===== config.mk =====
export PLATFORM = sky130hd
export DESIGN_NAME = scpc_clock_ctrl
export DESIGN_NICKNAME = d
export VERILOG_FILES = /design/src/scpc_pkg.sv /design/src/scpc_ratediv.sv /design/src/scpc_clock_ctrl.sv
export SDC_FILE = /design/constraint.sdc
export NUM_CORES = 1
export LEC_CHECK = 0
export BUFFER_PORTS_ARGS = -buffer_cell sky130_fd_sc_hd__clkbuf_2
export CAP_MARGIN = 5
export CORE_MARGIN = 10
export CORE_UTILIZATION = 45
export CTS_CLUSTER_DIAMETER = 50
export CTS_CLUSTER_SIZE = 8
export DETAILED_ROUTE_END_ITERATION = 7
export PLACE_DENSITY = 0.69
export SLEW_MARGIN = 10
export SYNTH_ARGS = -nofsm -noshare
export SYNTH_HDL_FRONTEND = slang
export SYNTH_SLANG_ARGS = --single-unit

===== constraint.sdc =====
create_clock -name sys_clk -period 9.4 [get_ports sys_clk]
set_clock_uncertainty 0.1 [all_clocks]
set_input_delay 2.82 -clock sys_clk [delete_from_list [all_inputs] [get_ports sys_clk]]
set_output_delay 2.82 -clock sys_clk [all_outputs]
set_load 0.02 [all_outputs]

===== src/scpc_pkg.sv =====
// Constants, field layouts and codes shared by the system clock and PLL configuration block.
package scpc_pkg;

  // ****************************************
  // Register map and field positions
  // ****************************************
  localparam int          APB_AW              = 8;
  localparam logic [7:0]  OFS_CLOCK_DIVISOR   = 8'h00;
  localparam logic [7:0]  OFS_PLL_FEEDBACK    = 8'h04;
  localparam logic [7:0]  OFS_OSC_CONTROL     = 8'h08;
  localparam logic [7:0]  OFS_FACTOR_STATUS   = 8'h0C;
  localparam int          FRCPS_LSB           = 8;
  localparam int          POST_LSB            = 6;
  localparam int          PRE_LSB             = 0;
  localparam int          FBD_LSB             = 0;
  localparam int          CUR_SRC_LSB         = 12;
  localparam int          PRI_MODE_LSB        = 0;
  localparam int          CLK_MODE_LSB        = 4;
  localparam int          N1_LSB              = 0;
  localparam int          N2_LSB              = 8;
  localparam int          M_LSB               = 16;

  // ****************************************
  // Reset values
  // ****************************************
  localparam logic [2:0]  FRCPS_RST           = 3'h0;
  localparam logic [1:0]  POST_RST            = 2'h1;
  localparam logic [4:0]  PRE_RST             = 5'h00;
  localparam logic [8:0]  FBD_RST             = 9'h030;

  // ****************************************
  // Divider codes and factors
  // ****************************************
  localparam logic [2:0]  FRCPS_MAX_CODE      = 3'h7;
  localparam logic [8:0]  FRC_DIV_MAX         = 9'h100;
  localparam logic [8:0]  FRC_DIV_ONE         = 9'h001;
  localparam logic [8:0]  FRC16_DIV           = 9'h010;
  localparam logic [1:0]  POST_DIV2           = 2'h0;
  localparam logic [1:0]  POST_DIV4           = 2'h1;
  localparam logic [1:0]  POST_RSVD           = 2'h2;
  localparam logic [1:0]  POST_DIV8           = 2'h3;
  localparam logic [3:0]  N2_BY2              = 4'h2;
  localparam logic [3:0]  N2_BY4              = 4'h4;
  localparam logic [3:0]  N2_BY8              = 4'h8;
  localparam logic [5:0]  PRE_OFFSET          = 6'h02;
  localparam logic [9:0]  FBD_OFFSET          = 10'h002;

  // ****************************************
  // Primary oscillator modes
  // ****************************************
  localparam logic [1:0]  PRI_EC              = 2'h0;
  localparam logic [1:0]  PRI_XT              = 2'h1;
  localparam logic [1:0]  PRI_HS              = 2'h2;
  localparam logic [1:0]  PRI_OFF             = 2'h3;

  // ****************************************
  // Timing
  // ****************************************
  localparam int          SYS_CLK_HZ          = 40_000_000;
  localparam int          INSTR_MAX_HZ        = 40_000_000;
  localparam real         SLOW_RC_KHZ         = 32.768;
  localparam logic [1:0]  CFG_SETTLE          = 2'h3;

  typedef enum logic [2:0] {
    SRC_FAST_RC     = 3'b000,
    SRC_FAST_RC_PLL = 3'b001,
    SRC_PRIMARY     = 3'b010,
    SRC_PRIMARY_PLL = 3'b011,
    SRC_SECONDARY   = 3'b100,
    SRC_SLOW_RC     = 3'b101,
    SRC_FAST_RC_16  = 3'b110,
    SRC_FAST_RC_N   = 3'b111
  } scpc_source_t;

  typedef enum logic [3:0] {
    MODE_FRC      = 4'b0000,
    MODE_FRC_PLL  = 4'b0001,
    MODE_EC       = 4'b0010,
    MODE_XT       = 4'b0011,
    MODE_HS       = 4'b0100,
    MODE_EC_PLL   = 4'b0101,
    MODE_XT_PLL   = 4'b0110,
    MODE_HS_PLL   = 4'b0111,
    MODE_SOSC     = 4'b1000,
    MODE_SLOW_INTERNAL_RC_CLOCK     = 4'b1001,
    MODE_FRC_16   = 4'b1010,
    MODE_FRC_N    = 4'b1011
  } scpc_mode_t;

  typedef enum logic [1:0] {
    POR_WAIT    = 2'b00,
    POR_CAPTURE = 2'b01,
    POR_RUN     = 2'b10
  } scpc_por_t;

endpackage


===== src/scpc_ratediv.sv =====
// Edge-rate divider that passes one of every divisor input pulses.
`timescale 1ns/100ps
module scpc_ratediv #(
  parameter int W = 9
) (
  input  wire logic         sys_clk,
  input  wire logic         nrst,
  input  wire logic         in_pulse,
  input  wire logic [W-1:0] divisor,
  output logic              out_pulse
);

  logic [W-1:0] count;
  logic [W-1:0] last_divisor;

  // ****************************************
  // Counter
  // ****************************************
  always_ff @(posedge sys_clk) begin
    if (!nrst) begin
      count        <= '0;
      last_divisor <= '0;
      out_pulse    <= 1'b0;
    end else if (divisor != last_divisor) begin
      // A new divisor restarts the count and drops this cycle's pulse.
      last_divisor <= divisor;
      count        <= '0;
      out_pulse    <= 1'b0;
    end else if (in_pulse) begin
      if (count >= divisor - W'(1)) begin
        count     <= '0;
        out_pulse <= 1'b1;
      end else begin
        count     <= count + W'(1);
        out_pulse <= 1'b0;
      end
    end else begin
      out_pulse <= 1'b0;
    end
  end

endmodule // scpc_ratediv


===== src/scpc_clock_ctrl.sv =====
// System clock source selection, PLL rate model and APB register file.
`timescale 1ns/100ps
module scpc_clock_ctrl #(
  parameter int ACC_W = 12
) (
  input  wire logic        sys_clk,
  input  wire logic        nrst,
  input  wire logic        psel,
  input  wire logic        penable,
  input  wire logic        pwrite,
  input  wire logic [7:0]  paddr,
  input  wire logic [31:0] pwdata,
  input  wire logic [3:0]  pstrb,
  output logic      [31:0] prdata,
  output logic             pready,
  output logic             pslverr,
  input  wire logic        fast_internal_rc_clock,
  input  wire logic        primary_clock,
  input  wire logic        secondary_low_power_osc,
  input  wire logic        slow_internal_rc_clock,
  input  wire logic [2:0]  initial_source_sel,
  input  wire logic [1:0]  primary_osc_mode_sel,
  output logic             osc_pulse,
  output logic             instr_clk,
  output logic             wdt_ref_clk,
  output logic             clock_failure_monitor_ref,
  output logic      [2:0]  current_source_code,
  output logic      [3:0]  clock_mode,
  output logic      [1:0]  primary_mode,
  output logic             pll_in_use
);

  localparam int NSRC = 4;
  localparam int I_FRC = 0;
  localparam int I_PRI = 1;
  localparam int I_SEC = 2;
  localparam int I_SLOW_INTERNAL_RC_CLOCK = 3;

  logic [NSRC-1:0]  raw_clk;
  logic [NSRC-1:0]  sync1;
  logic [NSRC-1:0]  sync2;
  logic [NSRC-1:0]  sync3;
  logic [NSRC-1:0]  src_edge;
  logic [4:0]       cfg_s1;
  logic [4:0]       cfg_s2;
  scpc_pkg::scpc_por_t por_state;
  logic [1:0]       settle;
  logic [2:0]       fast_rc_postscale_sel;
  logic [1:0]       pll_postscale_sel;
  logic [4:0]       pll_prescale_sel;
  logic [8:0]       pll_feedback_sel;
  logic [5:0]       prescale_factor;
  logic [3:0]       postscale_factor;
  logic [9:0]       feedback_factor;
  logic [9:0]       pll_den;
  logic [9:0]       last_den;
  logic [9:0]       last_fb;
  logic [ACC_W-1:0] pll_acc;
  logic [ACC_W-1:0] pll_sum;
  logic             pll_in_edge;
  logic             pll_pulse;
  logic             frc_n_pulse;
  logic             frc_16_pulse;
  logic             next_osc_pulse;
  logic             apb_setup_done;
  logic             apb_commit;
  logic [31:0]      next_rdata;
  logic             next_err;

  // ****************************************
  // Decode functions
  // ****************************************
  function automatic logic [8:0] frc_divisor(input logic [2:0] code);
    if (code == scpc_pkg::FRCPS_MAX_CODE) begin
      return scpc_pkg::FRC_DIV_MAX;
    end else begin
      return scpc_pkg::FRC_DIV_ONE << code;
    end
  endfunction

  function automatic logic [3:0] post_factor(input logic [1:0] code);
    logic [3:0] f;
    f = scpc_pkg::N2_BY4;
    case (code)
      scpc_pkg::POST_DIV2: f = scpc_pkg::N2_BY2;
      scpc_pkg::POST_DIV4: f = scpc_pkg::N2_BY4;
      scpc_pkg::POST_RSVD: f = scpc_pkg::N2_BY4;
      scpc_pkg::POST_DIV8: f = scpc_pkg::N2_BY8;
      default:             f = scpc_pkg::N2_BY4;
    endcase
    return f;
  endfunction

  function automatic logic [3:0] decode_mode(input logic [2:0] src, input logic [1:0] pri);
    logic [3:0] m;
    m = scpc_pkg::MODE_FRC;
    case (src)
      scpc_pkg::SRC_FAST_RC:     m = scpc_pkg::MODE_FRC;
      scpc_pkg::SRC_FAST_RC_PLL: m = scpc_pkg::MODE_FRC_PLL;
      scpc_pkg::SRC_PRIMARY: begin
        if (pri == scpc_pkg::PRI_EC) begin
          m = scpc_pkg::MODE_EC;
        end else if (pri == scpc_pkg::PRI_XT) begin
          m = scpc_pkg::MODE_XT;
        end else begin
          m = scpc_pkg::MODE_HS;
        end
      end
      scpc_pkg::SRC_PRIMARY_PLL: begin
        if (pri == scpc_pkg::PRI_EC) begin
          m = scpc_pkg::MODE_EC_PLL;
        end else if (pri == scpc_pkg::PRI_XT) begin
          m = scpc_pkg::MODE_XT_PLL;
        end else begin
          m = scpc_pkg::MODE_HS_PLL;
        end
      end
      scpc_pkg::SRC_SECONDARY:   m = scpc_pkg::MODE_SOSC;
      scpc_pkg::SRC_SLOW_RC:     m = scpc_pkg::MODE_SLOW_INTERNAL_RC_CLOCK;
      scpc_pkg::SRC_FAST_RC_16:  m = scpc_pkg::MODE_FRC_16;
      default:                   m = scpc_pkg::MODE_FRC_N;
    endcase
    return m;
  endfunction

  // ****************************************
  // Input synchronisers
  // ****************************************
  assign raw_clk = {slow_internal_rc_clock, secondary_low_power_osc,
                    primary_clock, fast_internal_rc_clock};

  genvar gi;
  generate
    for (gi = 0; gi < NSRC; gi++) begin : g_sync
      always_ff @(posedge sys_clk) begin
        if (!nrst) begin
          sync1[gi] <= 1'b0;
          sync2[gi] <= 1'b0;
          sync3[gi] <= 1'b0;
        end else begin
          sync1[gi] <= raw_clk[gi];
          sync2[gi] <= sync1[gi];
          sync3[gi] <= sync2[gi];
        end
      end
      assign src_edge[gi] = sync2[gi] & ~sync3[gi];
    end
  endgenerate

  always_ff @(posedge sys_clk) begin
    if (!nrst) begin
      cfg_s1 <= '0;
      cfg_s2 <= '0;
    end else begin
      cfg_s1 <= {initial_source_sel, primary_osc_mode_sel};
      cfg_s2 <= cfg_s1;
    end
  end

  // ****************************************
  // Power-on source selection
  // ****************************************
  always_ff @(posedge sys_clk) begin
    if (!nrst) begin
      por_state           <= scpc_pkg::POR_WAIT;
      settle              <= '0;
      current_source_code <= scpc_pkg::SRC_FAST_RC;
      primary_mode        <= scpc_pkg::PRI_EC;
      clock_mode          <= scpc_pkg::MODE_FRC;
    end else begin
      case (por_state)
        scpc_pkg::POR_WAIT: begin
          settle <= settle + 2'(1);
          if (settle == scpc_pkg::CFG_SETTLE) begin
            por_state <= scpc_pkg::POR_CAPTURE;
          end
        end
        scpc_pkg::POR_CAPTURE: begin
          // A primary source with the oscillator turned off falls back to fast RC.
          if (cfg_s2[4:3] == scpc_pkg::SRC_PRIMARY[2:1]
              && cfg_s2[1:0] == scpc_pkg::PRI_OFF) begin
            current_source_code <= scpc_pkg::SRC_FAST_RC;
            clock_mode          <= scpc_pkg::MODE_FRC;
          end else begin
            current_source_code <= cfg_s2[4:2];
            clock_mode          <= decode_mode(cfg_s2[4:2], cfg_s2[1:0]);
          end
          primary_mode <= cfg_s2[1:0];
          por_state    <= scpc_pkg::POR_RUN;
        end
        scpc_pkg::POR_RUN: begin
          por_state <= scpc_pkg::POR_RUN;
        end
        default: begin
          por_state <= scpc_pkg::POR_WAIT;
        end
      endcase
    end
  end

  // ****************************************
  // PLL rate model
  // ****************************************
  assign prescale_factor  = {1'b0, pll_prescale_sel} + scpc_pkg::PRE_OFFSET;
  assign feedback_factor  = {1'b0, pll_feedback_sel} + scpc_pkg::FBD_OFFSET;
  assign postscale_factor = post_factor(pll_postscale_sel);
  assign pll_den          = 10'(prescale_factor * postscale_factor);
  assign pll_in_edge      = (current_source_code == scpc_pkg::SRC_FAST_RC_PLL)
                            ? src_edge[I_FRC] : src_edge[I_PRI];
  assign pll_sum          = pll_acc + (pll_in_edge ? ACC_W'(feedback_factor) : '0);

  always_ff @(posedge sys_clk) begin
    if (!nrst) begin
      pll_acc   <= '0;
      pll_pulse <= 1'b0;
      last_den  <= '0;
      last_fb   <= '0;
    end else if (pll_den != last_den || feedback_factor != last_fb) begin
      last_den  <= pll_den;
      last_fb   <= feedback_factor;
      pll_acc   <= '0;
      pll_pulse <= 1'b0;
    end else if (pll_sum >= ACC_W'(pll_den)) begin
      // Output edges follow input edges times M over N1 times N2.
      pll_acc   <= pll_sum - ACC_W'(pll_den);
      pll_pulse <= 1'b1;
    end else begin
      pll_acc   <= pll_sum;
      pll_pulse <= 1'b0;
    end
  end

  // ****************************************
  // Fast RC postscalers
  // ****************************************
  scpc_ratediv #(.W(9)) u_frc_n (
    .sys_clk   (sys_clk),
    .nrst      (nrst),
    .in_pulse  (src_edge[I_FRC]),
    .divisor   (frc_divisor(fast_rc_postscale_sel)),
    .out_pulse (frc_n_pulse)
  );

  scpc_ratediv #(.W(9)) u_frc_16 (
    .sys_clk   (sys_clk),
    .nrst      (nrst),
    .in_pulse  (src_edge[I_FRC]),
    .divisor   (scpc_pkg::FRC16_DIV),
    .out_pulse (frc_16_pulse)
  );

  // ****************************************
  // Source multiplexer and instruction clock
  // ****************************************
  always_comb begin
    next_osc_pulse = 1'b0;
    case (current_source_code)
      scpc_pkg::SRC_FAST_RC:     next_osc_pulse = src_edge[I_FRC];
      scpc_pkg::SRC_FAST_RC_PLL: next_osc_pulse = pll_pulse;
      scpc_pkg::SRC_PRIMARY:     next_osc_pulse = src_edge[I_PRI];
      scpc_pkg::SRC_PRIMARY_PLL: next_osc_pulse = pll_pulse;
      scpc_pkg::SRC_SECONDARY:   next_osc_pulse = src_edge[I_SEC];
      scpc_pkg::SRC_SLOW_RC:     next_osc_pulse = src_edge[I_SLOW_INTERNAL_RC_CLOCK];
      scpc_pkg::SRC_FAST_RC_16:  next_osc_pulse = frc_16_pulse;
      default:                   next_osc_pulse = frc_n_pulse;
    endcase
  end

  always_ff @(posedge sys_clk) begin
    if (!nrst) begin
      osc_pulse  <= 1'b0;
      instr_clk  <= 1'b0;
      pll_in_use <= 1'b0;
    end else begin
      osc_pulse  <= next_osc_pulse;
      // One toggle per oscillator period halves the rate.
      instr_clk  <= instr_clk ^ next_osc_pulse;
      pll_in_use <= (current_source_code == scpc_pkg::SRC_FAST_RC_PLL)
                    || (current_source_code == scpc_pkg::SRC_PRIMARY_PLL);
    end
  end

  always_ff @(posedge sys_clk) begin
    if (!nrst) begin
      wdt_ref_clk               <= 1'b0;
      clock_failure_monitor_ref <= 1'b0;
    end else begin
      wdt_ref_clk               <= sync2[I_SLOW_INTERNAL_RC_CLOCK];
      clock_failure_monitor_ref <= sync2[I_SLOW_INTERNAL_RC_CLOCK];
    end
  end

  // ****************************************
  // APB slave
  // ****************************************
  assign apb_setup_done = psel & penable & ~pready;
  assign apb_commit     = psel & penable & pready;

  always_comb begin
    next_rdata = '0;
    next_err   = 1'b0;
    if (paddr == scpc_pkg::OFS_CLOCK_DIVISOR) begin
      next_rdata[scpc_pkg::FRCPS_LSB +: 3] = fast_rc_postscale_sel;
      next_rdata[scpc_pkg::POST_LSB +: 2]  = pll_postscale_sel;
      next_rdata[scpc_pkg::PRE_LSB +: 5]   = pll_prescale_sel;
    end else if (paddr == scpc_pkg::OFS_PLL_FEEDBACK) begin
      next_rdata[scpc_pkg::FBD_LSB +: 9] = pll_feedback_sel;
    end else if (paddr == scpc_pkg::OFS_OSC_CONTROL) begin
      next_rdata[scpc_pkg::CUR_SRC_LSB +: 3]  = current_source_code;
      next_rdata[scpc_pkg::CLK_MODE_LSB +: 4] = clock_mode;
      next_rdata[scpc_pkg::PRI_MODE_LSB +: 2] = primary_mode;
    end else if (paddr == scpc_pkg::OFS_FACTOR_STATUS) begin
      next_rdata[scpc_pkg::N1_LSB +: 6] = prescale_factor;
      next_rdata[scpc_pkg::N2_LSB +: 4] = postscale_factor;
      next_rdata[scpc_pkg::M_LSB +: 10] = feedback_factor;
    end else begin
      next_err = 1'b1;
    end
  end

  always_ff @(posedge sys_clk) begin
    if (!nrst) begin
      pready  <= 1'b0;
      pslverr <= 1'b0;
      prdata  <= '0;
    end else begin
      pready  <= apb_setup_done;
      pslverr <= apb_setup_done & next_err;
      if (apb_setup_done && !pwrite) begin
        prdata <= next_rdata;
      end else if (apb_commit) begin
        prdata <= '0;
      end
    end
  end

  always_ff @(posedge sys_clk) begin
    if (!nrst) begin
      fast_rc_postscale_sel <= scpc_pkg::FRCPS_RST;
      pll_postscale_sel     <= scpc_pkg::POST_RST;
      pll_prescale_sel      <= scpc_pkg::PRE_RST;
      pll_feedback_sel      <= scpc_pkg::FBD_RST;
    end else if (apb_commit && pwrite) begin
      if (paddr == scpc_pkg::OFS_CLOCK_DIVISOR) begin
        if (pstrb[1]) begin
          fast_rc_postscale_sel <= pwdata[scpc_pkg::FRCPS_LSB +: 3];
        end
        if (pstrb[0]) begin
          pll_postscale_sel <= pwdata[scpc_pkg::POST_LSB +: 2];
          pll_prescale_sel  <= pwdata[scpc_pkg::PRE_LSB +: 5];
        end
      end else if (paddr == scpc_pkg::OFS_PLL_FEEDBACK) begin
        if (pstrb[1]) begin
          pll_feedback_sel[8] <= pwdata[scpc_pkg::FBD_LSB + 8];
        end
        if (pstrb[0]) begin
          pll_feedback_sel[7:0] <= pwdata[scpc_pkg::FBD_LSB +: 8];
        end
      end
    end
  end

endmodule // scpc_clock_ctrl


== Yosys cells after proc, flatten, opt, wreduce, memory -nomap -nowiden ==
Index checks and enable logic that the tools add are counted.
Operators by class
  $add $sub $neg: 8
  multipliers: 1
  divide/modulo/power cells: 0
  $lt $le $gt $ge: 3
  equality and inequality tests: 29
  shift operators: 1
  multiplexer cells: 44
  bitwise logic cells: 18
  reduce and logical (&&, ||, !) cells: 25
Operator list (count)
  26-bit 2-to-1 mux: 2
  10-bit 2-to-1 mux: 5
  9-bit 2-to-1 mux: 4
  4-bit one-hot mux with 7 select lines: 1
  3-bit == test (second input constant): 7
  10-bit inequality test: 2
  9-bit by 1-bit adder with 9-bit output (second input constant): 2
  8-bit by 4-bit == test with 1-bit output (second input constant): 2
  4-bit 2-to-1 mux: 4
  12-bit by 10-bit adder with 12-bit output: 1
  3-bit by 2-bit == test with 1-bit output (second input constant): 4
  12-bit by 10-bit >= comparator with 1-bit output: 1
  12-bit 2-to-1 mux: 1
  2-bit 2-to-1 mux: 6
  3-bit 2-to-1 mux: 4
  6-bit 2-to-1 mux: 2
  4-bit one-hot mux with 3 select lines: 1
  2-bit OR reduction: 6
  12-bit by 10-bit subtractor with 12-bit output: 1
  9-bit by 2-bit adder with 10-bit output (second input constant): 1
  2-bit == test (second input constant): 5
  6-bit by 4-bit multiplier with 10-bit output: 1
  1-bit 2-to-1 mux: 10
  5-bit 2-to-1 mux: 2
  26 further kinds: 54
Word-level totals
  register bits: 147
  latch bits: 0
  bits in writable memories: 0
  bits in read-only memories: 0
  output and inout port bits: 48
  memories: 0

== Logic depth before layout (Yosys ltp) ==
Gate-level depths: netlist of the first run.
  depth in word-level cells: 8
  mapped depth: 23
  depth with buffers taken out: 21

== By module ==
Synthesis of the first run repeated with hierarchy kept, for this count alone.
Second synthesis, totals
  cell total of the unflattened synthesis: 958
  area, all modules: 8543.2 um^2
Modules (own cells, without submodules)
  scpc_clock_ctrl: times used 1, cells each 714, area an instance 6281.0 um^2
  scpc_ratediv at u_frc_n: times used 1, cells each 122, area an instance 1133.6 um^2
  scpc_ratediv at u_frc_16: times used 1, cells each 122, area an instance 1128.6 um^2

== Worst setup path after synthesis of the first run ==
OpenSTA, ideal clock, no wires.
  kind: register to register
  start point: register current_source_code[2]
  end point: register pll_acc[9]
  setup time: 79 ps
  data arrival time: 4299 ps
  data required time: 9221 ps
  path slack: 4921 ps
  cell stages (with the launch flop): 22
  buffers on the path: 2
  path through: dfxtp_1 -> clkbuf_1 -> or3b_2 -> a21oi_1 -> or2_2 -> inv_1 -> ha_1 -> a21oi_1 -> nand4b_1 -> nand3_1 -> a31oi_1 -> o21ba_2 -> xor2_1 -> inv_1 -> ha_1 -> nand4b_1 -> o32ai_1 -> a31oi_1 -> o311a_2 -> and3_4 -> buf_6 -> a211oi_2
Between the ends
  word-level cells in the longest chain between the ends: 6
Ends and longest elaborated chain
  start, declared: line scpc_clock_ctrl.sv:27  | output logic [2:0] current_source_code,
  start signal, assigned: line scpc_clock_ctrl.sv:167  | current_source_code <= scpc_pkg::SRC_FAST_RC;
  start signal, assigned: line scpc_clock_ctrl.sv:182  | current_source_code <= scpc_pkg::SRC_FAST_RC;
  start signal, assigned: line scpc_clock_ctrl.sv:185  | current_source_code <= cfg_s2[4:2];
  3-bit by 1-bit == test with 1-bit output *: line scpc_clock_ctrl.sv:208  | assign pll_in_edge = (current_source_code == scpc_pkg::SRC_FAST_RC_PLL)
  1-bit 2-to-1 mux *: line scpc_clock_ctrl.sv:209  | ? src_edge[I_FRC] : src_edge[I_PRI];
  10-bit 2-to-1 mux *: line scpc_clock_ctrl.sv:210  | assign pll_sum = pll_acc + (pll_in_edge ? ACC_W'(feedback_factor) : '0);
  12-bit by 10-bit adder with 12-bit output *: line scpc_clock_ctrl.sv:210
  12-bit by 10-bit subtractor with 12-bit output / 12-bit by 10-bit >= comparator with 1-bit output (equally long branches): line scpc_clock_ctrl.sv:225, scpc_clock_ctrl.sv:223
  12-bit 2-to-1 mux *: line scpc_clock_ctrl.sv:223  | end else if (pll_sum >= ACC_W'(pll_den)) begin
  end signal, assigned: line scpc_clock_ctrl.sv:225  | pll_acc <= pll_sum - ACC_W'(pll_den);
  end signal, assigned: line scpc_clock_ctrl.sv:228  | pll_acc <= pll_sum;
  end, declared: line scpc_clock_ctrl.sv:58  | logic [ACC_W-1:0] pll_acc;
Mark *: on every way between the ends. The rest lies on a longest branch, timed or not.
A chain may end at the register's enable or synchronous reset.

== Worst setup path in the final report of the first run ==
  start point: register current_source_code[0]
  end point: register pll_acc[9]
Same word-level chain as after synthesis.

==> reports/metrics.yaml, run 1 <==
sta:
  max_freq_mhz: 190
  post-route-period-util: 0.560
  finalCriticalPeriod_ns: 5.27
  holdWs_ns: 0.332
  worst_pin_slew_ns: 0.953
  final-setup-viol-count: 0
  max_slew_margin: 0.365
  hold_violations: 0
  fin_setup_tns_ns: 0
  rsz0062_at_grt: "false"
  maxSlewViolCount: 0
clock_tree:
  h-tree-depth: 4
  cts_buffers: 17
  cts_num_sinks: 145
  cts_setup_buffers: 0
  cts_buffer_depth: 2
  holdBufCountCts: 0
  cts_tree: "done"
  cts_resized: 0
  clkTransAtPathRegs_ns: 0.06
  root_buffer: "clkbuf_16"
  clk_latency_ns: 0.42
detailed_routing:
  drc: 0
  vias: 5982
  wire_per_inst_um: 14.9
  ant_nets: 0
  drt_wl_total_um: 17300
  drtPass1Iterations: 5
  vias_per_cell: 5.15
  drtIter0Drc: 370
pwr:
  p_sw_uw: 351
  irDropWorstVdd_uv: 131
  internal_power_mw: 1.07
  p_per_area_nw_per_um2: 163
  clkPwrFrac: 0.462
  p_sw_frac: 0.247
  combPwrFrac: 0.086
  p_seq_frac: 0.452
  p_leak_nw: 3.70
grt:
  grt_first_pass_wirelength_um: 28700
  grt_antenna_before_repair: 0
  grt_pass1_vias: 5849
  grt_max_degree: 75
  grtUsageTotal: 0.156
  grt.overflow.total: 0
outcome:
  status: "complete, no violations"
die:
  die_h_um: 151
  die_x_um: 151
  num_io_pins: 106
  dieArea_um2: 22700
  core-area_um2: 16600
  row_count: 47
  start_util: 0.461
worst_hold_path:
  whs_path_depth: 1
  min_from: "sync1[2]"
  hold_class: "reg2reg"
  whs_endpoint: "sync2[2]"
yosys:
  syn_area_um2: 7680
  seq_area_frac_synth: 0.378
  async_reset_ff_frac: 0
  synth_edf_count: 0
  synth_ff_type: "dfxtp_1"
  syn_area_per_cell_um2: 8.83
  yosysWarnings: 0
  syn_inst: 870
  synth-seq-cells: 145
  synth_cell_type_count: 75
finish:
  syn_to_final_growth_pct: 13.5
  final_common_cell: "dfxtp_1"
  final_nets: 1047
  final_cell_mix: "145 x dfxtp_1, 136 x nor2_1, 75 x clkbuf_2"
  n_antenna_cell: 0
  drive_above_1_share: 0.157
  final_area_um2: 8720
critical_path:
  reg2reg_from: "current_source_code[0]"
  cp.required_ns: 9.63
  start_kind: "register"
  rrSetupSlack_ns: 4.13
  reg2reg_depth: 19
  end_kind: "register"
  cp.arrival_ns: 5.49
  crit_type: "reg2reg"
  reg2reg_to: "pll_acc[9]"
  critPathMaxFanout: 11
flow_run:
  max_cap_viol_count: 0
place:
  post_dp_cell_area_um2: 8150
  dp_hpwl_um: 12800
  place.gp.congestion: 0.817
  io_buffers: 75
## metrics by stage
step / util / setup slack, ns / power [mW] / instances
after floorplan: - / 4.92 / 0.750 / 876
after global placement: 0.490 / 4.16 / 0.776 / 1131
after detailed placement: 0.490 / 4.14 / 0.779 / 1131
after CTS: 0.524 / 4.15 / 1.44 / 1161
after global routing: 0.524 / 3.65 / 1.47 / 1161
final: 0.524 / 4.13 / 1.42 / 1161
## worst max-delay path, stage by stage, from the launching register on
cell and delay [ns]:
dfxtp_1 0.46, or3b_2 0.49, a21oi_1 0.75, nor2b_1 0.14, ha_1 0.24, inv_1 0.07, fa_1 0.21, nor2b_1 0.07
o31a_1 0.33, o21ai_0 0.31, nor2b_1 0.22, xnor2_1 0.18, ha_1 0.33, a21oi_1 0.15, nand2_1 0.08, o21ai_0 0.20
o2bb2ai_1 0.23, and3_4 0.37, nor2_1 0.08, a211oi_2 0.18
## how the worst max path moves through the flow
stage	start	end	slack (ns)	depth (start not counted)
2_1_floorplan	current_source_code[2]	pll_acc[9]	4.92	21
3_3_place_gp	nrst	pll_acc[1]	4.16	6
3_5_place_dp	nrst	pll_acc[1]	4.14	6
4_1_cts	current_source_code[0]	pll_acc[9]	4.15	19
5_1_grt	current_source_code[0]	pll_acc[1]	3.65	18
6_report	current_source_code[0]	pll_acc[9]	4.13	19
## Yosys cell counts (3+ instances only)
cell	instances	share of area
a211oi_1	6	0.0059
a21o_1	10	0.0098
a21oi_1	40	0.026
a21oi_2	8	0.0091
a222oi_1	6	0.0078
a22oi_1	10	0.0098
a31oi_1	7	0.0057
and2_1	33	0.027
and3_1	7	0.0057
buf_2	4	0.0026
buf_4	8	0.0078
buf_6	3	0.0044
clkbuf_1	24	0.012
dfxtp_1	145	0.38
fa_1	6	0.016
ha_1	53	0.086
inv_1	34	0.017
mux2_2	4	0.0059
mux2i_1	26	0.034
nand2_1	66	0.032
nand2b_1	15	0.012
nand3_1	20	0.013
nand3b_1	5	0.0049
nand4_1	5	0.0041
nor2_1	136	0.066
nor2_2	4	0.0033
nor2b_1	14	0.011
nor3_1	14	0.0091
o211ai_1	4	0.0039
o21a_1	8	0.0078
o21ai_0	23	0.015
or2_2	5	0.0041
or3_1	4	0.0033
xnor2_1	33	0.038
xor2_1	31	0.035
## registers in the layout (all words and copies together), names as in the netlist, 4 cells and up
signal and count:
cfg_s2 5, last_den 9, last_fb 10, u_frc_16.count 9
pll_prescale_sel 5, clock_mode 4, u_frc_n.count 9, u_frc_n.last_divisor 8
prdata 25, sync2 4, cfg_s1 5, sync1 4
pll_feedback_sel 9, pll_acc 12
## per-layer routing
metal,GRT usage,routed length (um),up-vias,part of all wire
li1,-,-,3069,-
met4,0.0611,346,0,0.020
met2,0.252,8190,101,0.47
met5,0,0,-,0
met3,0.0342,698,27,0.040
met1,0.197,8040,2785,0.47
## cell families (layout without fill, tap and decap cells)
kind of cell,Yosys count,count (layout),synth area share
compound gates,144,144,0.130
xor+xnor,67,67,0.0808
fa+ha+maj,59,59,0.102
buf+inv,76,141,0.0448
flops,145,145,0.378
mux,31,31,0.0427
other cells,1,7,0.000488
simple gates,347,347,0.221
## final cells by class
type                            count  area [um^2]
Clock buffer                       19          433
Inverter                           34          128
Fill cell                        1556         7930
Clock inverter                     11          134
Timing Repair Buffer               77          390
Tap cell                          220          275
Multi-Input combinational cell    655         4450
Sequential cell                   145         2900
## power by group through the flow
stage	Sequential, mW	Combinational [mW]	Clock, mW
global route	0.645	0.137	0.693
CTS	0.643	0.123	0.672
floorplan	0.659	0.0912	0
global placement	0.656	0.120	0
detailed placement	0.657	0.123	0
finish	0.643	0.122	0.658
Power figures use the tool's default switching activity.
==> run 2: changes to the inputs <==
==> constraint.sdc (replaced) <==
create_clock -name sys_clk -period 5.05 [get_ports sys_clk]
set_clock_uncertainty 0.1 [all_clocks]
set_input_delay 1.515 -clock sys_clk [delete_from_list [all_inputs] [get_ports sys_clk]]
set_output_delay 1.515 -clock sys_clk [all_outputs]
set_load 0.02 [all_outputs]
==> run 2 against run 1 <==
  * Core utilization increased by 1.2 points
  * First-iteration DRC count increased by 2.4%
  * Sequential power increased by 87%
  * Die area unchanged
  * Global-route usage increased by 0.47 points
  * Worst hold slack got worse by 0.0023 ns
  * Critical endpoint unchanged
  * Largest power group unchanged
==> reports/metrics.yaml, run 2 (synthesis results as in run 1) <==
pwr:
  clkPwrFrac: 0.467  # +0.005
  p_sw_uw: 714  # +100%
  p_leak_nw: 3.83  # +3.3%
  combPwrFrac: 0.092  # +0.006
  internal_power_mw: 2.00  # +87%
  p_sw_frac: 0.263  # +0.0163
  p_seq_frac: 0.440  # -0.012
  irDropWorstVdd_uv: 291  # +120%
  p_per_area_nw_per_um2: 304  # +86%
sta:
  maxSlewViolCount: 0  # unchanged
  final-setup-viol-count: 0  # unchanged
  setup_ws_ns: 0.327  # -3.81 ns
  worst_pin_slew_ns: 0.905  # -0.0473 ns
  max_slew_margin: 0.396  # +0.0315
  finalCriticalPeriod_ns: 4.72  # -0.544 ns
  max_freq_mhz: 212  # +12%
  hold_violations: 0  # unchanged
  post-route-period-util: 0.935  # +0.375
grt:
  grt.overflow.total: 0  # unchanged
  grt_max_degree: 36  # -52%
  grt_first_pass_wirelength_um: 29600  # +3.0%
  grt_antenna_before_repair: 0  # unchanged
  grt_pass1_vias: 5981  # +2.3%
  grtUsageTotal: 0.160  # +0.00472
detailed_routing:
  drt_wl_total_um: 17900  # +3.6%
  ant_nets: 0  # unchanged
  drtIter0Drc: 379  # +2.4%
  drtPass1Iterations: 5  # unchanged
  vias_per_cell: 5.16  # +0.20%
  wire_per_inst_um: 15.2  # +1.8%
  vias: 6097  # +1.9%
  drc: 0  # unchanged
finish:
  syn_to_final_growth_pct: 16.1
  final_nets: 1065  # +1.7%
  final_common_cell: "dfxtp_1"
  final_cell_mix: "144 x dfxtp_1, 136 x nor2_1, 75 x clkbuf_2"
  drive_above_1_share: 0.184  # +0.0269
  final_util: 0.536  # +0.0121
  top_regs: "prdata x25, pll_acc x12, last_fb x10"
  largest_register_ff_count: 25  # unchanged
  n_antenna_cell: 0  # unchanged
  multi_input_area_um2: 4500  # +1.1%
  regMostFlops: "prdata"
  nFillCells: 1541  # -0.96%
  ff_latch_area_um2: 2900  # about the same
clock_tree:
  cts_tree: "done"
  cts_num_sinks: 145  # unchanged
  holdBufCountCts: 0  # unchanged
  h-tree-depth: 4  # unchanged
  clk_latency_ns: 0.43  # about the same
  clkTransAtPathRegs_ns: 0.07  # about the same
  cts_buffer_depth: 2  # unchanged
  cts_buffers: 17  # unchanged
  root_buffer: "clkbuf_16"
outcome:
  status: "complete, no violations"
critical_path:
  cp.arrival_ns: 4.98  # -0.51 ns
  cp_common_cell: "ha_1"
  end_kind: "register"
  start_kind: "register"
  critPathMaxStageDelay_ns: 0.51  # -0.24 ns
  critPathMaxFanout: 6  # -5
  timing.critical_path.from: "pll_prescale_sel[2]"
  reg2reg_from: "pll_prescale_sel[2]"
  crit_type: "reg2reg"
  rrSetupSlack_ns: 0.33  # -3.81 ns
  cp.required_ns: 5.30  # -4.33 ns
  crit_chain: "ha_1 -> xor2_2 -> nand2_1 -> fa_1 -> inv_1 -> ha_1 -> ha_1 -> a21o_1 -> a21oi_2 -> nand2b_1 -> nand2b_1 -> a21oi_1 -> xor2_1 -> ha_1 -> nand4b_1 -> o32ai_1 -> a31oi_1 -> o311a_2 -> and3_4 -> nor2_1 -> a211oi_2"
  slowest_stage: "fa_1"
place:
  dp_hpwl_um: 13100  # +1.9%
  dp_worst_setup_slack_ns: 0.0941  # -4.04 ns
  io_buffers: 75  # unchanged
  place.gp.congestion: 0.816  # -0.13%
flow_run:
  max_cap_viol_count: 0  # unchanged
die:
  row_count: 47  # unchanged
  core-area_um2: 16600  # unchanged
  start_util: 0.461  # unchanged
  die_x_um: 151  # unchanged
  die_h_um: 151  # unchanged
  dieArea_um2: 22700  # unchanged
  num_io_pins: 106  # unchanged
worst_hold_path:
  min_from: "sync1[0]"
  hold_class: "reg2reg"
[run 2: cell types whose count changed in the layout (fill, tap and decap cells not counted), moves of 2 or more]
cell	delta
clkbuf_8	+2
buf_4	+17
clkbuf_1	-2
inv_6	+3
clkinvlp_4	-3
inv_8	+2
[run 2: layout make-up]
class	count	area share
repair buffers	94	0.0581
multi-input cells	656	0.505
inverters	34	0.0143
flip-flops and latches	145	0.326
clock inverters	13	0.0156
clock buffers	19	0.0508
well taps	220	0.0309
[run 2: power groups by stage]
stage | combinational, mW | clock, mW | sequential (mW)
detailed placement | 0.239 | 0 | 1.22
finish | 0.250 | 1.27 | 1.20
CTS | 0.244 | 1.28 | 1.19
global placement | 0.232 | 0 | 1.22
floorplan | 0.170 | 0 | 1.23
global route | 0.279 | 1.33 | 1.20
[run 2: timing repair]
action / in CTS / in global routing
buffers inserted: 0 / 4
hold endpoints to repair: 0 / 0
gates resized for setup: 0 / 8
endpoints found under the setup margin: 0 / 11
[run 2: worst paths after layout]
check | end | depth (start not counted)
worst min register to register | sync2[0] | 1
worst max-delay path | pll_acc[9] | 21
worst min-delay path | sync2[0] | 1
worst max register to register | pll_acc[9] | 21
[run 2: routing by layer]
| layer | GRT usage | part of all wire |
|---|---|---|
| met3 | 0.0384 | 0.044 |
| met1 | 0.204 | 0.47 |
| met2 | 0.264 | 0.48 |
| met5 | 0 | 0 |
| met4 | 0.0448 | 0.011 |
[run 2: critical path, delay by kind of cell (launching register included)]
kind                     cells  cell delay (ns)
XOR/XNOR                     2             0.49
buffers and inverters        1             0.04
adder cells (fa/ha/maj)      5             1.67
flip-flops                   1             0.37
AND/OR/NAND/NOR              6             0.77
AO/OA/AOI/OAI                7             1.22
[run 2: stage by stage]
stage / instances / total power, mW / cell area (um^2) / setup TNS [ns] / hold slack, ns
2_1_floorplan: 876 / 1.40 / 7700 / 0 / 0.312
3_3_place_gp: 1144 / 1.45 / 8250 / 0 / 0.313
3_5_place_dp: 1144 / 1.46 / 8250 / 0 / 0.319
4_1_cts: 1176 / 2.72 / 8840 / 0 / 0.330
5_1_grt: 1181 / 2.81 / 8920 / -0.0452 / 0.361
6_report: 1181 / 2.71 / 8920 / 0 / 0.329
==> run 3: changes to the inputs <==
--- a/config.mk
+++ b/config.mk
@@ -8,12 +8,11 @@
 export BUFFER_PORTS_ARGS = -buffer_cell sky130_fd_sc_hd__clkbuf_2
 export CAP_MARGIN = 5
 export CORE_MARGIN = 10
-export CORE_UTILIZATION = 45
+export CORE_UTILIZATION = 58
 export CTS_CLUSTER_DIAMETER = 50
 export CTS_CLUSTER_SIZE = 8
 export DETAILED_ROUTE_END_ITERATION = 7
-export PLACE_DENSITY = 0.69
-export SLEW_MARGIN = 10
+export PLACE_DENSITY = 0.84
 export SYNTH_ARGS = -nofsm -noshare
 export SYNTH_HDL_FRONTEND = slang
 export SYNTH_SLANG_ARGS = --single-unit
==> run 3 against run 2 <==
  * First-iteration DRC count is 32% higher
  * Highest routed layer unchanged
  * Combinational power is essentially flat
  * Largest cell class unchanged
  * Sequential power about the same
  * Design area shrank 0.73%
  * Non-clock buffer count grew 1
  * Register-to-register slack lost 0.07 ns
  * Core utilization rose by 16 points
  * Fmax is 1.5% lower
  * Sequential share of layout area up 0.27 points
  * Count of clock-buffer cells in the layout fell by 2
  * Clock power fell by 4%
  * Worst setup slack lost 0.070 ns
==> reports/metrics.yaml, run 3 (synthesis results as in run 1) <==
critical_path:
  cp.required_ns: 5.25  # -0.05 ns
  crit_type: "reg2reg"
  start_kind: "register"
  cp.arrival_ns: 4.99  # about the same
  critPathMaxFanout: 9  # +3
  end_kind: "register"
clock_tree:
  cts_tree: "done"
  cts_buffers: 17  # unchanged
  h-tree-depth: 4  # unchanged
  clkTransAtPathRegs_ns: 0.06  # about the same
  root_buffer: "clkbuf_16"
  cts_buffer_depth: 2  # unchanged
  holdBufCountCts: 0  # unchanged
  clk_latency_ns: 0.42  # about the same
  cts_num_sinks: 145  # unchanged
sta:
  setup_ws_ns: 0.257  # -0.0701 ns
  hold_violations: 0  # unchanged
  maxSlewViolCount: 0  # unchanged
  post-route-period-util: 0.949  # +0.0139
  fin_setup_tns_ns: 0  # unchanged
  max_freq_mhz: 209  # -1.5%
  holdWs_ns: 0.331  # +0.00200 ns
  finalCriticalPeriod_ns: 4.79  # +0.0701 ns
  max_slew_margin: 0.375  # -0.0217
  final-setup-viol-count: 0  # unchanged
  worst_pin_slew_ns: 0.936  # +0.0305 ns
finish:
  ff_latch_area_um2: 2910  # about the same
  multi_input_area_um2: 4500  # about the same
  final_nets: 1066  # +0.094%
  final_cell_mix: "144 x dfxtp_1, 136 x nor2_1, 75 x clkbuf_2"
  final_util: 0.693  # +0.157
  nFillCells: 948  # -38%
  drive_above_1_share: 0.185  # +0.000848
  top_regs: "prdata x25, pll_acc x12, last_fb x10"
  n_antenna_cell: 0  # unchanged
  syn_to_final_growth_pct: 15.3
  final_common_cell: "dfxtp_1"
  largest_register_ff_count: 25  # unchanged
  regMostFlops: "prdata"
grt:
  grt_pass1_vias: 6264  # +4.7%
  grt_first_pass_wirelength_um: 29800  # +0.87%
  grt_max_degree: 35  # -2.8%
  grt_antenna_before_repair: 0  # unchanged
  grtUsageTotal: 0.199  # +0.0388
  grt.overflow.total: 0  # unchanged
die:
  core-area_um2: 12800  # -23%
  start_util: 0.601  # +0.140
  die_x_um: 135  # -10%
  dieArea_um2: 18200  # -20%
  num_io_pins: 106  # unchanged
  row_count: 41  # -13%
  die_h_um: 135  # -10%
detailed_routing:
  drc: 0  # unchanged
  drtPass1Iterations: 5  # unchanged
  vias: 6468  # +6.1%
  vias_per_cell: 5.70  # +10%
  drt_wl_total_um: 18800  # +5.1%
  drtIter0Drc: 500  # +32%
  ant_nets: 0  # unchanged
  wire_per_inst_um: 16.6  # +9.5%
pwr:
  irDropWorstVdd_uv: 287  # -1.4%
  p_leak_nw: 3.81  # -0.26%
  clkPwrFrac: 0.459  # -0.008
  combPwrFrac: 0.093  # about the same
  p_sw_frac: 0.262  # -0.00122
  p_seq_frac: 0.448  # +0.008
  p_per_area_nw_per_um2: 301  # -0.95%
  internal_power_mw: 1.97  # -1.5%
  p_sw_uw: 699  # -2.1%
  total_power_mw: 2.67  # -1.7%
place:
  dp_worst_setup_slack_ns: 0.109  # +0.0151 ns
  io_buffers: 75  # unchanged
  place.gp.congestion: 0.893  # +9.3%
  dp_hpwl_um: 13500  # +3.0%
worst_hold_path:
  hold_class: "reg2reg"
flow_run:
  max_cap_viol_count: 0  # unchanged
outcome:
  status: "complete, no violations"
run 3: per-layer routing:
metal / vias to the layer above / track usage / routed length (um)
met1: 3053 / 0.227 / 7610
li1: 3117 / - / -
met4: 0 / 0.0700 / 541
met2: 247 / 0.348 / 9420
met3: 51 / 0.0556 / 1250
met5: - / 0 / 0
run 3: worst max-delay path, cell delays in order (launching register included):
cell and delay, ns:
dfxtp_1 0.40, ha_2 0.24, xor2_2 0.21, nand2_1 0.12, fa_1 0.52, inv_1 0.04, ha_1 0.32, ha_1 0.30
a21o_1 0.16, a21oi_1 0.17, nand2b_1 0.16, nand2b_1 0.10, a21oi_1 0.18, xor2_1 0.28, ha_1 0.33, nand4b_1 0.11
o32ai_1 0.09, a31oi_1 0.14, o311a_2 0.24, nand3_2 0.09, buf_4 0.19, nor2_1 0.12, a211oi_2 0.06
run 3: power by group through the flow:
stage	registers, mW	clock network (mW)	logic, mW
after floorplan	1.23	0	0.170
after global placement	1.22	0	0.229
after detailed placement	1.22	0	0.236
after CTS	1.20	1.23	0.238
after global routing	1.20	1.29	0.277
final	1.20	1.22	0.249
run 3: repair_timing:
item / in CTS / in global routing
buffers inserted: 0 / 4
endpoints found under the setup margin: 0 / 11
gates resized for setup: 0 / 10
run 3: path summary, 6_finish.rpt:
kind,depth (start not counted),slack [ns],end,startpoint
min reg2reg,1,0.33,cfg_s2[2],cfg_s1[2]
max reg2reg,22,0.26,pll_acc[1],pll_prescale_sel[2]
max,22,0.26,pll_acc[1],pll_prescale_sel[2]
min,1,0.33,cfg_s2[2],cfg_s1[2]
run 3: cell type report:
cell class / count / area share
Timing Repair Buffer: 95 / 0.0594
Sequential cell: 145 / 0.328
Tap cell: 172 / 0.0243
Inverter: 34 / 0.0144
Multi-Input combinational cell: 656 / 0.509
Clock inverter: 15 / 0.0170
Clock buffer: 17 / 0.0480
run 3: metrics by stage:
stage | instances | instance area [um^2]
after detailed placement | 1097 | 8200
after global routing | 1134 | 8850
after global placement | 1097 | 8200
final | 1134 | 8850
after CTS | 1129 | 8770
after floorplan | 876 | 7700
